### src/shared/bsts_pkg.sv
// Constants and types for the bit set and test-skip execution block
// Summary of operation
// RQ1: A bit-set word (opcode 0101, 3-bit bit index, 5-bit file address) forces that file bit to one.
// RQ2: A test-skip-if-clear word (opcode 0110) reads the file bit and skips the next word when it is zero.
// RQ3: A test-skip-if-set word (opcode 0111) reads the file bit and skips the next word when it is one.
// RQ4: A taken skip discards the prefetched word and runs a no-operation slot, so the test takes 2 cycles.
// RQ5: The next sequential word is fetched while the current bit instruction executes.
// RQ6: None of the three alters a status flag; each is one word and one cycle when no skip is taken.
package bsts_pkg;
    localparam int INSTR_W = 12;
    localparam int FADDR_W = 5;
    localparam int BIDX_W = 3;
    localparam int DATA_W = 8;
    localparam int PC_W = 10;
    localparam int OPC_MSB = 11;
    localparam int OPC_LSB = 8;
    localparam int BIDX_MSB = 7;
    localparam int BIDX_LSB = 5;
    localparam int FADDR_MSB = 4;
    localparam int FADDR_LSB = 0;
    localparam logic [3:0] OPC_BIT_SET = 4'h5;
    localparam logic [3:0] OPC_SKIP_CLR = 4'h6;
    localparam logic [3:0] OPC_SKIP_SET = 4'h7;
    localparam logic [INSTR_W-1:0] NOP_WORD = 12'h000;
    localparam logic [PC_W-1:0] PC_RESET = 10'h000;
    localparam logic [PC_W-1:0] PC_STEP = 10'h001;

    typedef enum logic [3:0] {
        BSTS_OP_NONE = 4'b0001,
        BSTS_OP_SET = 4'b0010,
        BSTS_OP_SKC = 4'b0100,
        BSTS_OP_SKS = 4'b1000
    } bsts_op_t;

    typedef enum logic [1:0] {
        BSTS_ST_RUN = 2'b01,
        BSTS_ST_NOP = 2'b10
    } bsts_state_t;
endpackage : bsts_pkg

### src/rtl/bsts_decode.sv
// Combinational decoder of one instruction word into bit operation fields
`timescale 1ns/1ps
`default_nettype none
module bsts_decode
    import bsts_pkg::*;
(
    // Instruction word
    input wire logic [INSTR_W-1:0] instr,
    // Decoded fields
    output bsts_op_t op,
    output logic [BIDX_W-1:0] bit_idx,
    output logic [FADDR_W-1:0] file_addr
);
    always_comb
    begin
        bit_idx = instr[BIDX_MSB:BIDX_LSB];
        file_addr = instr[FADDR_MSB:FADDR_LSB];
        case (instr[OPC_MSB:OPC_LSB])
            OPC_BIT_SET: op = BSTS_OP_SET;
            OPC_SKIP_CLR: op = BSTS_OP_SKC;
            OPC_SKIP_SET: op = BSTS_OP_SKS;
            default: op = BSTS_OP_NONE;
        endcase
    end
endmodule : bsts_decode
`default_nettype wire

### src/rtl/bsts_exec.sv
// Fetch pipeline slot and executor for bit set and bit test-skip words
`timescale 1ns/1ps
`default_nettype none
module bsts_exec
    import bsts_pkg::*;
(
    // Clock and reset
    input wire logic sys_clk,
    input wire logic rst_b,
    // Program memory fetch
    output logic [PC_W-1:0] fetch_addr,
    input wire logic [INSTR_W-1:0] fetch_data,
    // File register read port (combinational)
    output logic [FADDR_W-1:0] file_raddr,
    input wire logic [DATA_W-1:0] file_rdata,
    // File register write port
    output logic file_we,
    output logic [FADDR_W-1:0] file_waddr,
    output logic [DATA_W-1:0] file_wdata,
    // Execution status
    output logic [INSTR_W-1:0] exec_instr,
    output logic nop_slot,
    output logic skip_taken,
    output logic status_we
);
    // ****************************************
    // State
    // ****************************************
    typedef struct packed {
        bsts_state_t st;
        logic [PC_W-1:0] pc;
        logic [INSTR_W-1:0] ir;
        logic ir_valid;
        logic [FADDR_W-1:0] raddr;
        logic we;
        logic [FADDR_W-1:0] waddr;
        logic [DATA_W-1:0] wdata;
        logic [INSTR_W-1:0] xinstr;
        logic no_operation_slot;
        logic skip;
        logic flag_we;
    } bsts_regs_t;

    bsts_regs_t cur_ff;
    bsts_regs_t nxt_ff;

    bsts_op_t op;
    logic [BIDX_W-1:0] bit_idx;
    logic [FADDR_W-1:0] file_addr;
    logic [DATA_W-1:0] set_data;
    logic test_bit;
    logic skip_want;

    // ****************************************
    // Decode of the word in the execute slot
    // ****************************************
    bsts_decode u_decode (
        .instr(cur_ff.ir),
        .op(op),
        .bit_idx(bit_idx),
        .file_addr(file_addr)
    );

    assign test_bit = file_rdata[bit_idx];

    // ****************************************
    // Bit-set data, one lane per data bit
    // ****************************************
    generate
        for (genvar lane = 0; lane < DATA_W; lane++)
        begin : g_set_lane
            // Only the addressed lane is forced high, the rest pass through
            assign set_data[lane] = file_rdata[lane] | (bit_idx == BIDX_W'(lane));
        end
    endgenerate

    // ****************************************
    // Skip decision for the two test words
    // ****************************************
    always_comb
    begin
        skip_want = 1'b0;
        case (op)
            // RQ2: skip when bit clear
            BSTS_OP_SKC:
            begin
                skip_want = ~test_bit;
            end
            // RQ3: skip when bit set
            BSTS_OP_SKS:
            begin
                skip_want = test_bit;
            end
            default:
            begin
                skip_want = 1'b0;
            end
        endcase
    end

    // ****************************************
    // Next state
    // ****************************************
    always_comb
    begin
        nxt_ff = cur_ff;
        // RQ5: prefetch next word
        nxt_ff.pc = cur_ff.pc + PC_STEP;
        nxt_ff.ir = fetch_data;
        nxt_ff.ir_valid = 1'b1;
        nxt_ff.raddr = fetch_data[FADDR_MSB:FADDR_LSB];
        nxt_ff.we = 1'b0;
        nxt_ff.waddr = file_addr;
        nxt_ff.wdata = file_rdata;
        nxt_ff.xinstr = cur_ff.ir;
        nxt_ff.no_operation_slot = 1'b0;
        nxt_ff.skip = 1'b0;
        // RQ6: bit words never write flags
        nxt_ff.flag_we = 1'b0;
        nxt_ff.st = BSTS_ST_RUN;
        case (cur_ff.st)
            BSTS_ST_RUN:
            begin
                if (cur_ff.ir_valid)
                begin
                    case (op)
                        // RQ1: force bit to one
                        BSTS_OP_SET:
                        begin
                            nxt_ff.we = 1'b1;
                            // Read data of this cycle; back-to-back writes rely on
                            // the file forwarding its pending write to the read port
                            nxt_ff.wdata = set_data;
                        end
                        // RQ2: skip when bit clear
                        BSTS_OP_SKC:
                        begin
                            if (skip_want)
                            begin
                                nxt_ff.st = BSTS_ST_NOP;
                                nxt_ff.skip = 1'b1;
                            end
                        end
                        // RQ3: skip when bit set
                        BSTS_OP_SKS:
                        begin
                            if (skip_want)
                            begin
                                nxt_ff.st = BSTS_ST_NOP;
                                nxt_ff.skip = 1'b1;
                            end
                        end
                        default:
                        begin
                            nxt_ff.we = 1'b0;
                        end
                    endcase
                end
            end
            BSTS_ST_NOP:
            begin
                // RQ4: discard prefetched word
                nxt_ff.xinstr = NOP_WORD;
                nxt_ff.no_operation_slot = 1'b1;
            end
            default:
            begin
                nxt_ff.st = BSTS_ST_RUN;
            end
        endcase
    end

    // ****************************************
    // Registers
    // ****************************************
    always_ff @(posedge sys_clk or negedge rst_b)
    begin
        if (!rst_b)
        begin
            cur_ff.st <= BSTS_ST_RUN;
            cur_ff.pc <= PC_RESET;
            cur_ff.ir <= NOP_WORD;
            cur_ff.ir_valid <= 1'b0;
            cur_ff.raddr <= '0;
            cur_ff.we <= 1'b0;
            cur_ff.waddr <= '0;
            cur_ff.wdata <= '0;
            cur_ff.xinstr <= NOP_WORD;
            cur_ff.no_operation_slot <= 1'b0;
            cur_ff.skip <= 1'b0;
            cur_ff.flag_we <= 1'b0;
        end
        else
        begin
            cur_ff <= nxt_ff;
        end
    end

    // ****************************************
    // Outputs
    // ****************************************
    assign fetch_addr = cur_ff.pc;
    assign file_raddr = cur_ff.raddr;
    assign file_we = cur_ff.we;
    assign file_waddr = cur_ff.waddr;
    assign file_wdata = cur_ff.wdata;
    assign exec_instr = cur_ff.xinstr;
    assign nop_slot = cur_ff.no_operation_slot;
    assign skip_taken = cur_ff.skip;

    // ****************************************
    // Status flags
    // ****************************************
    // RQ6: status flags untouched
    assign status_we = cur_ff.flag_we;
endmodule : bsts_exec
`default_nettype wire

### config.mk
export PLATFORM = sky130hd
export DESIGN_NAME = bsts_exec
export DESIGN_NICKNAME = d
export VERILOG_FILES = /design/src/shared/bsts_pkg.sv /design/src/rtl/bsts_decode.sv /design/src/rtl/bsts_exec.sv
export SDC_FILE = /design/constraint.sdc
export NUM_CORES = 1
export LEC_CHECK = 0
export ABC_AREA = 0
export BUFFER_PORTS_ARGS = -buffer_cell sky130_fd_sc_hd__buf_4
export CORE_UTILIZATION = 45
export DETAILED_ROUTE_END_ITERATION = 8
export GPL_TIMING_DRIVEN = 1
export PLACE_DENSITY_LB_ADDON = 0.1
export SLEW_MARGIN = 20
export SYNTH_ARGS = -nofsm -noshare
export SYNTH_HDL_FRONTEND = slang
export SYNTH_SLANG_ARGS = --single-unit
### constraint.sdc
create_clock -name sys_clk -period 1.7 [get_ports sys_clk]
set_input_delay 0.085 -clock sys_clk [delete_from_list [all_inputs] [get_ports sys_clk]]
set_output_delay 0.085 -clock sys_clk [all_outputs]
set_load 0.01 [all_outputs]
# Word-level counts from Yosys, hierarchy flattened
# Cells that the tools add are included.
op_classes:
  add_sub_neg: 1
  magnitude_cmp: 1
  n_eq_ne: 15
  mux: 19
  bitwise_logic: 9
  n_reduce_logical: 2
op_table:
  columns: ["operator", "n"]
  rows:
  - ["$mux W8", 3]
  - ["$eq A4 B3 Y1 const B", 4]
  - ["$mux W13", 1]
  - ["$eq A3 B3 Y1 const B", 4]
  - ["$pmux W4 S3", 1]
  - ["$add A10 B1 Y10 const B", 1]
  - ["$mux W1", 8]
  - ["$mux W2", 4]
  - ["$or A1 B1 Y1", 8]
  - ["$eq A3 B2 Y1 const B", 2]
  - ["$eq A4 B2 Y1 const B", 1]
  - ["$eq A4 B4 Y1 const B", 1]
  - ["$lt A3 B4 Y1 const B", 1]
  - ["$bmux W1 S3", 1]
  - ["$eq A3 B1 Y1 const B", 1]
  - ["$logic_not A3 Y1", 1]
  - ["$eq A2 B1 Y1 const B", 1]
  - ["$eq A2 B2 Y1 const B", 1]
  - ["$pmux W1 S2", 1]
  - ["$reduce_or A2 Y1", 1]
  - ["$not A1 Y1", 1]
totals:
  register_bits: 58
  input_bits: 22
  output_inout_bits: 44
  word_cells: 58

# Logic depth before layout (Yosys ltp)
logic_depth:
  word_depth: 8
  mapped_depth: 4
  depth_no_buf: 3

# Modules after synthesis
# A second synthesis with hierarchy kept.
unflattened:
  hier_cells: 167
  hier_area_um2: 2204.6
by_module_without_submodules:
  columns: ["module", "instances", "cells_each", "area_per_inst_um2", "seq_area_each_um2"]
  rows:
  - ["bsts_exec", 1, 154, 2102.0, 1302.5]
  - ["bsts_decode", 1, 13, 102.6, 0.0]

# Worst setup path before layout
# Ideal clock, no wire load.
synth_timing:
  kind: "flip-flop to flip-flop"
  start: "reg cur_ff[41] (netlist bit)"
  end: "reg cur_ff (netlist bit skip_taken)"
  setup_ps: 125
  arrival_ps: 1560
  required_time_ps: 1575
  path_slack_ps: 15
  stages_incl_launch_ff: 5
  n_path_buf: 1
  synth_period_minus_slack_ps: 1685
  cell_sequence: "dfrtp_1 -> buf_6 -> mux2_4 -> mux4_2 -> mux2_4"
synth_rtl:
  columns: ["element", "line", "source"]
  rows:
  - ["start: declaration", "bsts_exec.sv:44", "bsts_regs_t cur_ff;"]
  - ["start signal: assignment", "bsts_exec.sv:195", "cur_ff <= nxt_ff;"]

==> impl_metrics.env <==
export IMPL_seq_area_frac_synth_pct=61.9
export IMPL_ios=66
export IMPL_syn2layout_area_growth_pct=27.0
export IMPL_final_cell_mix="67 x buf_4, 50 x dfrtp_1, 21 x dlygate4sd3_1"
export IMPL_timing_rr_start="cur_ff[41]"
export IMPL_yosysTopAreaCellShare_pct=60.6
export IMPL_routed_wirelength_um=3270
export IMPL_r2r_slack_ps=20
export IMPL_drt_iter0_markers=41
export IMPL_diodes=0
export IMPL_worst_slew_pin_slew_ps=624
export IMPL_setup_viol=0
export IMPL_synth_area_sq_um=2110
export IMPL_initial_core_util_pct=47.7
export IMPL_fp_dieArea_sq_um=4960
export IMPL_netlist_instances=157
export IMPL_coreArea_sq_um=4410
export IMPL_worstHoldPathType="input pin to asynchronous set/reset pin"
export IMPL_cts_buffer_depth=2
export IMPL_final_common_cell="buf_4"
export IMPL_cts_num_sinks=52
export IMPL_synthDistinctLibCells=27
export IMPL_final_hold_viol_count=0
export IMPL_critPathArrivalTime_ps=1870
export IMPL_endpoint_kind="flop"
export IMPL_post_place_cells=233
export IMPL_globalplace_congestion=0.708
export IMPL_relSlewSlack_pct=58.4
export IMPL_outcome="completed"
export IMPL_cp_required_ps=1890
export IMPL_clockRootBuffer="clkbuf_8"
export IMPL_synthTopCellsByArea="dfrtp_1 61%, buf_4 15%, and2_1 3.6%"
export IMPL_drt_vias_per_instance=4.56
export IMPL_post_cts_buffers=0
export IMPL_wire_per_inst_um=12.5
export IMPL_grtUsageTotal_pct=14.4
export IMPL_drt_first_pass_iters=3
export IMPL_grt_max_degree=53
export IMPL_ir_drop_mv=0.568
export IMPL_fin_cells=262
export IMPL_numCtsBuffers=5
export IMPL_synth_warning_count=0
export IMPL_fin_crit_sh_pct=99.1
export IMPL_stdcell_area_sq_um=2670
export IMPL_crit_end="skip_taken"
export IMPL_vias=1196
export IMPL_grt_pass1_wl_um=5470
export IMPL_yosysTopAreaCell="dfrtp_1"
export IMPL_crit_path_start_kind="flop"
export IMPL_worstSetupStartpoint="cur_ff[41]"
export IMPL_maxSlewViolCount=0
export IMPL_ant_nets=0
export IMPL_dp_worst_setup_slack_ps=-22.6
export IMPL_grt_setup_unrepaired="yes"
export IMPL_drc_errors=0
export IMPL_total_power_w=0.00236
export IMPL_placed_cell_area_sq_um=2350
export IMPL_grt_overflow=0
export IMPL_critPathKind="flop to flop"
export IMPL_die_x_um=70.4
export IMPL_die_y_um=70.4
export IMPL_finalWorstSetupSlack_ps=15.9
export IMPL_cts_tree="yes"
export IMPL_avgSynthCellArea_sq_um=13.4
export IMPL_grt_pass1_vias=1273
export IMPL_max_freq_mhz=594
export IMPL_r2r_end="skip_taken"
export IMPL_synth_nets=180
export IMPL_antenna_found_initial=0
export IMPL_nets=232
export IMPL_power_density_nw_per_um2=882
export IMPL_portBuffers=64
export IMPL_drive_gt1_share_pct=39.5
export IMPL_dp_hpwl_um=2260
export IMPL_cellLeakagePower_nw=1.29
export IMPL_fin_crit_ps=1680
export IMPL_synth_seq_cells=52
export IMPL_clkLatencyLatePin_ps=300
export IMPL_clock_skew_ps=7.34
export IMPL_cp_max_fo=5
export IMPL_fin_util_pct=60.6
export IMPL_cts_htree_levels=2
export IMPL_reg2reg_depth=3
export IMPL_maxCapViolCount=0
export IMPL_core_rowCount=24
export IMPL_clk_pin_slew_ps=90
## stage by stage
step	TNS, ps	hold slack [ps]
after global placement	0	136
after detailed placement	-22.6	151
after global routing	-39.8	409
final	0	345
after CTS	0	372
after floorplan	0	-211
## final cells by class
| cell class | instances | area, sq um |
|---|---|---|
| clock buffer | 6 | 72.6 |
| clock inverter | 2 | 35.0 |
| fill | 358 | 1740 |
| inverter | 2 | 7.51 |
| multi-input combinational | 60 | 477 |
| sequential | 52 | 1300 |
| tap | 52 | 65.1 |
| timing repair buffer | 88 | 713 |
## report_power, final
part / switching (W) / internal [W]
Combinational: 0.0000904 / 0.000149
Sequential: 0.0000249 / 0.00128
Clock: 0.000374 / 0.000437
## sequential cells by signal, indices dropped and copies added, names as in the netlist, 4 cells and up
name and count:
exec_instr 12, cur_ff 10, fetch_addr 10, file_wdata 8, file_waddr 5, file_raddr 4
## routing by layer
metal / track usage [%] / part of all wire, % / up-vias
met5: 0 / 0 / -
met4: 6.67 / 1.7 / 0
met3: 4.04 / 6.6 / 8
met2: 23.7 / 49 / 44
met1: 17.3 / 42 / 574
li1: - / - / 570
## kinds of logic (layout without fill, tap and decap cells)
family                   Yosys count  after routing  synth area share, %
XOR/XNOR                           8              8                 3.33
multiplexers                       7              7                 4.93
AO/OA/AOI/OAI                      8              8                 2.85
adder cells (fa/ha/maj)            1              1                0.594
AND/OR/NAND/NOR                   34             34                 10.4
flip-flops                        52             52                 61.9
buffers and inverters             45             98                 15.7
other                              2              2                0.357
## how the worst min path moves through the flow
stage | startpoint | to | slack (ps) | depth (start not counted)
2_1_floorplan | rst_b | cur_ff[34] | -210 | 0
3_3_place_gp | rst_b | file_waddr[2] | 140 | 1
5_1_grt | rst_b | file_wdata[7] | 410 | 2
6_report | rst_b | file_waddr[2] | 350 | 2
3_5_place_dp | rst_b | file_waddr[2] | 150 | 1
4_1_cts | rst_b | file_wdata[3] | 370 | 2
## cells in the mapped netlist
library cell / n
dfrtp_1: 51
buf_4: 41
and2_1: 12
o21bai_1: 8
xnor2_1: 7
mux2_4: 4
nand4_1: 4
and3_1: 3
nand2b_1: 3
nand3_1: 3
and4_1: 2
conb_1: 2
inv_1: 2
nand2_1: 2
and4b_1: 1
buf_6: 1
clkbuf_1: 1
dfstp_2: 1
ha_1: 1
mux2_1: 1
mux2i_1: 1
mux4_2: 1
nand4b_1: 1
nor2b_1: 1
nor4bb_1: 1
or2_2: 1
xor2_1: 1
## worst max-delay path, stage by stage, from the launching register on
cell and delay, ps:
dfrtp_2 470, mux2_4 300, mux4_2 500, mux2_4 310
## what timing repair did
item | 4_1_cts | 5_1_grt
hold buffers | 21 | 0
gates resized for setup | 1 | 1
endpoints found under the setup margin | 1 | 2
endpoints found under the hold margin | 71 | 0
Power figures use the tool's default switching activity.
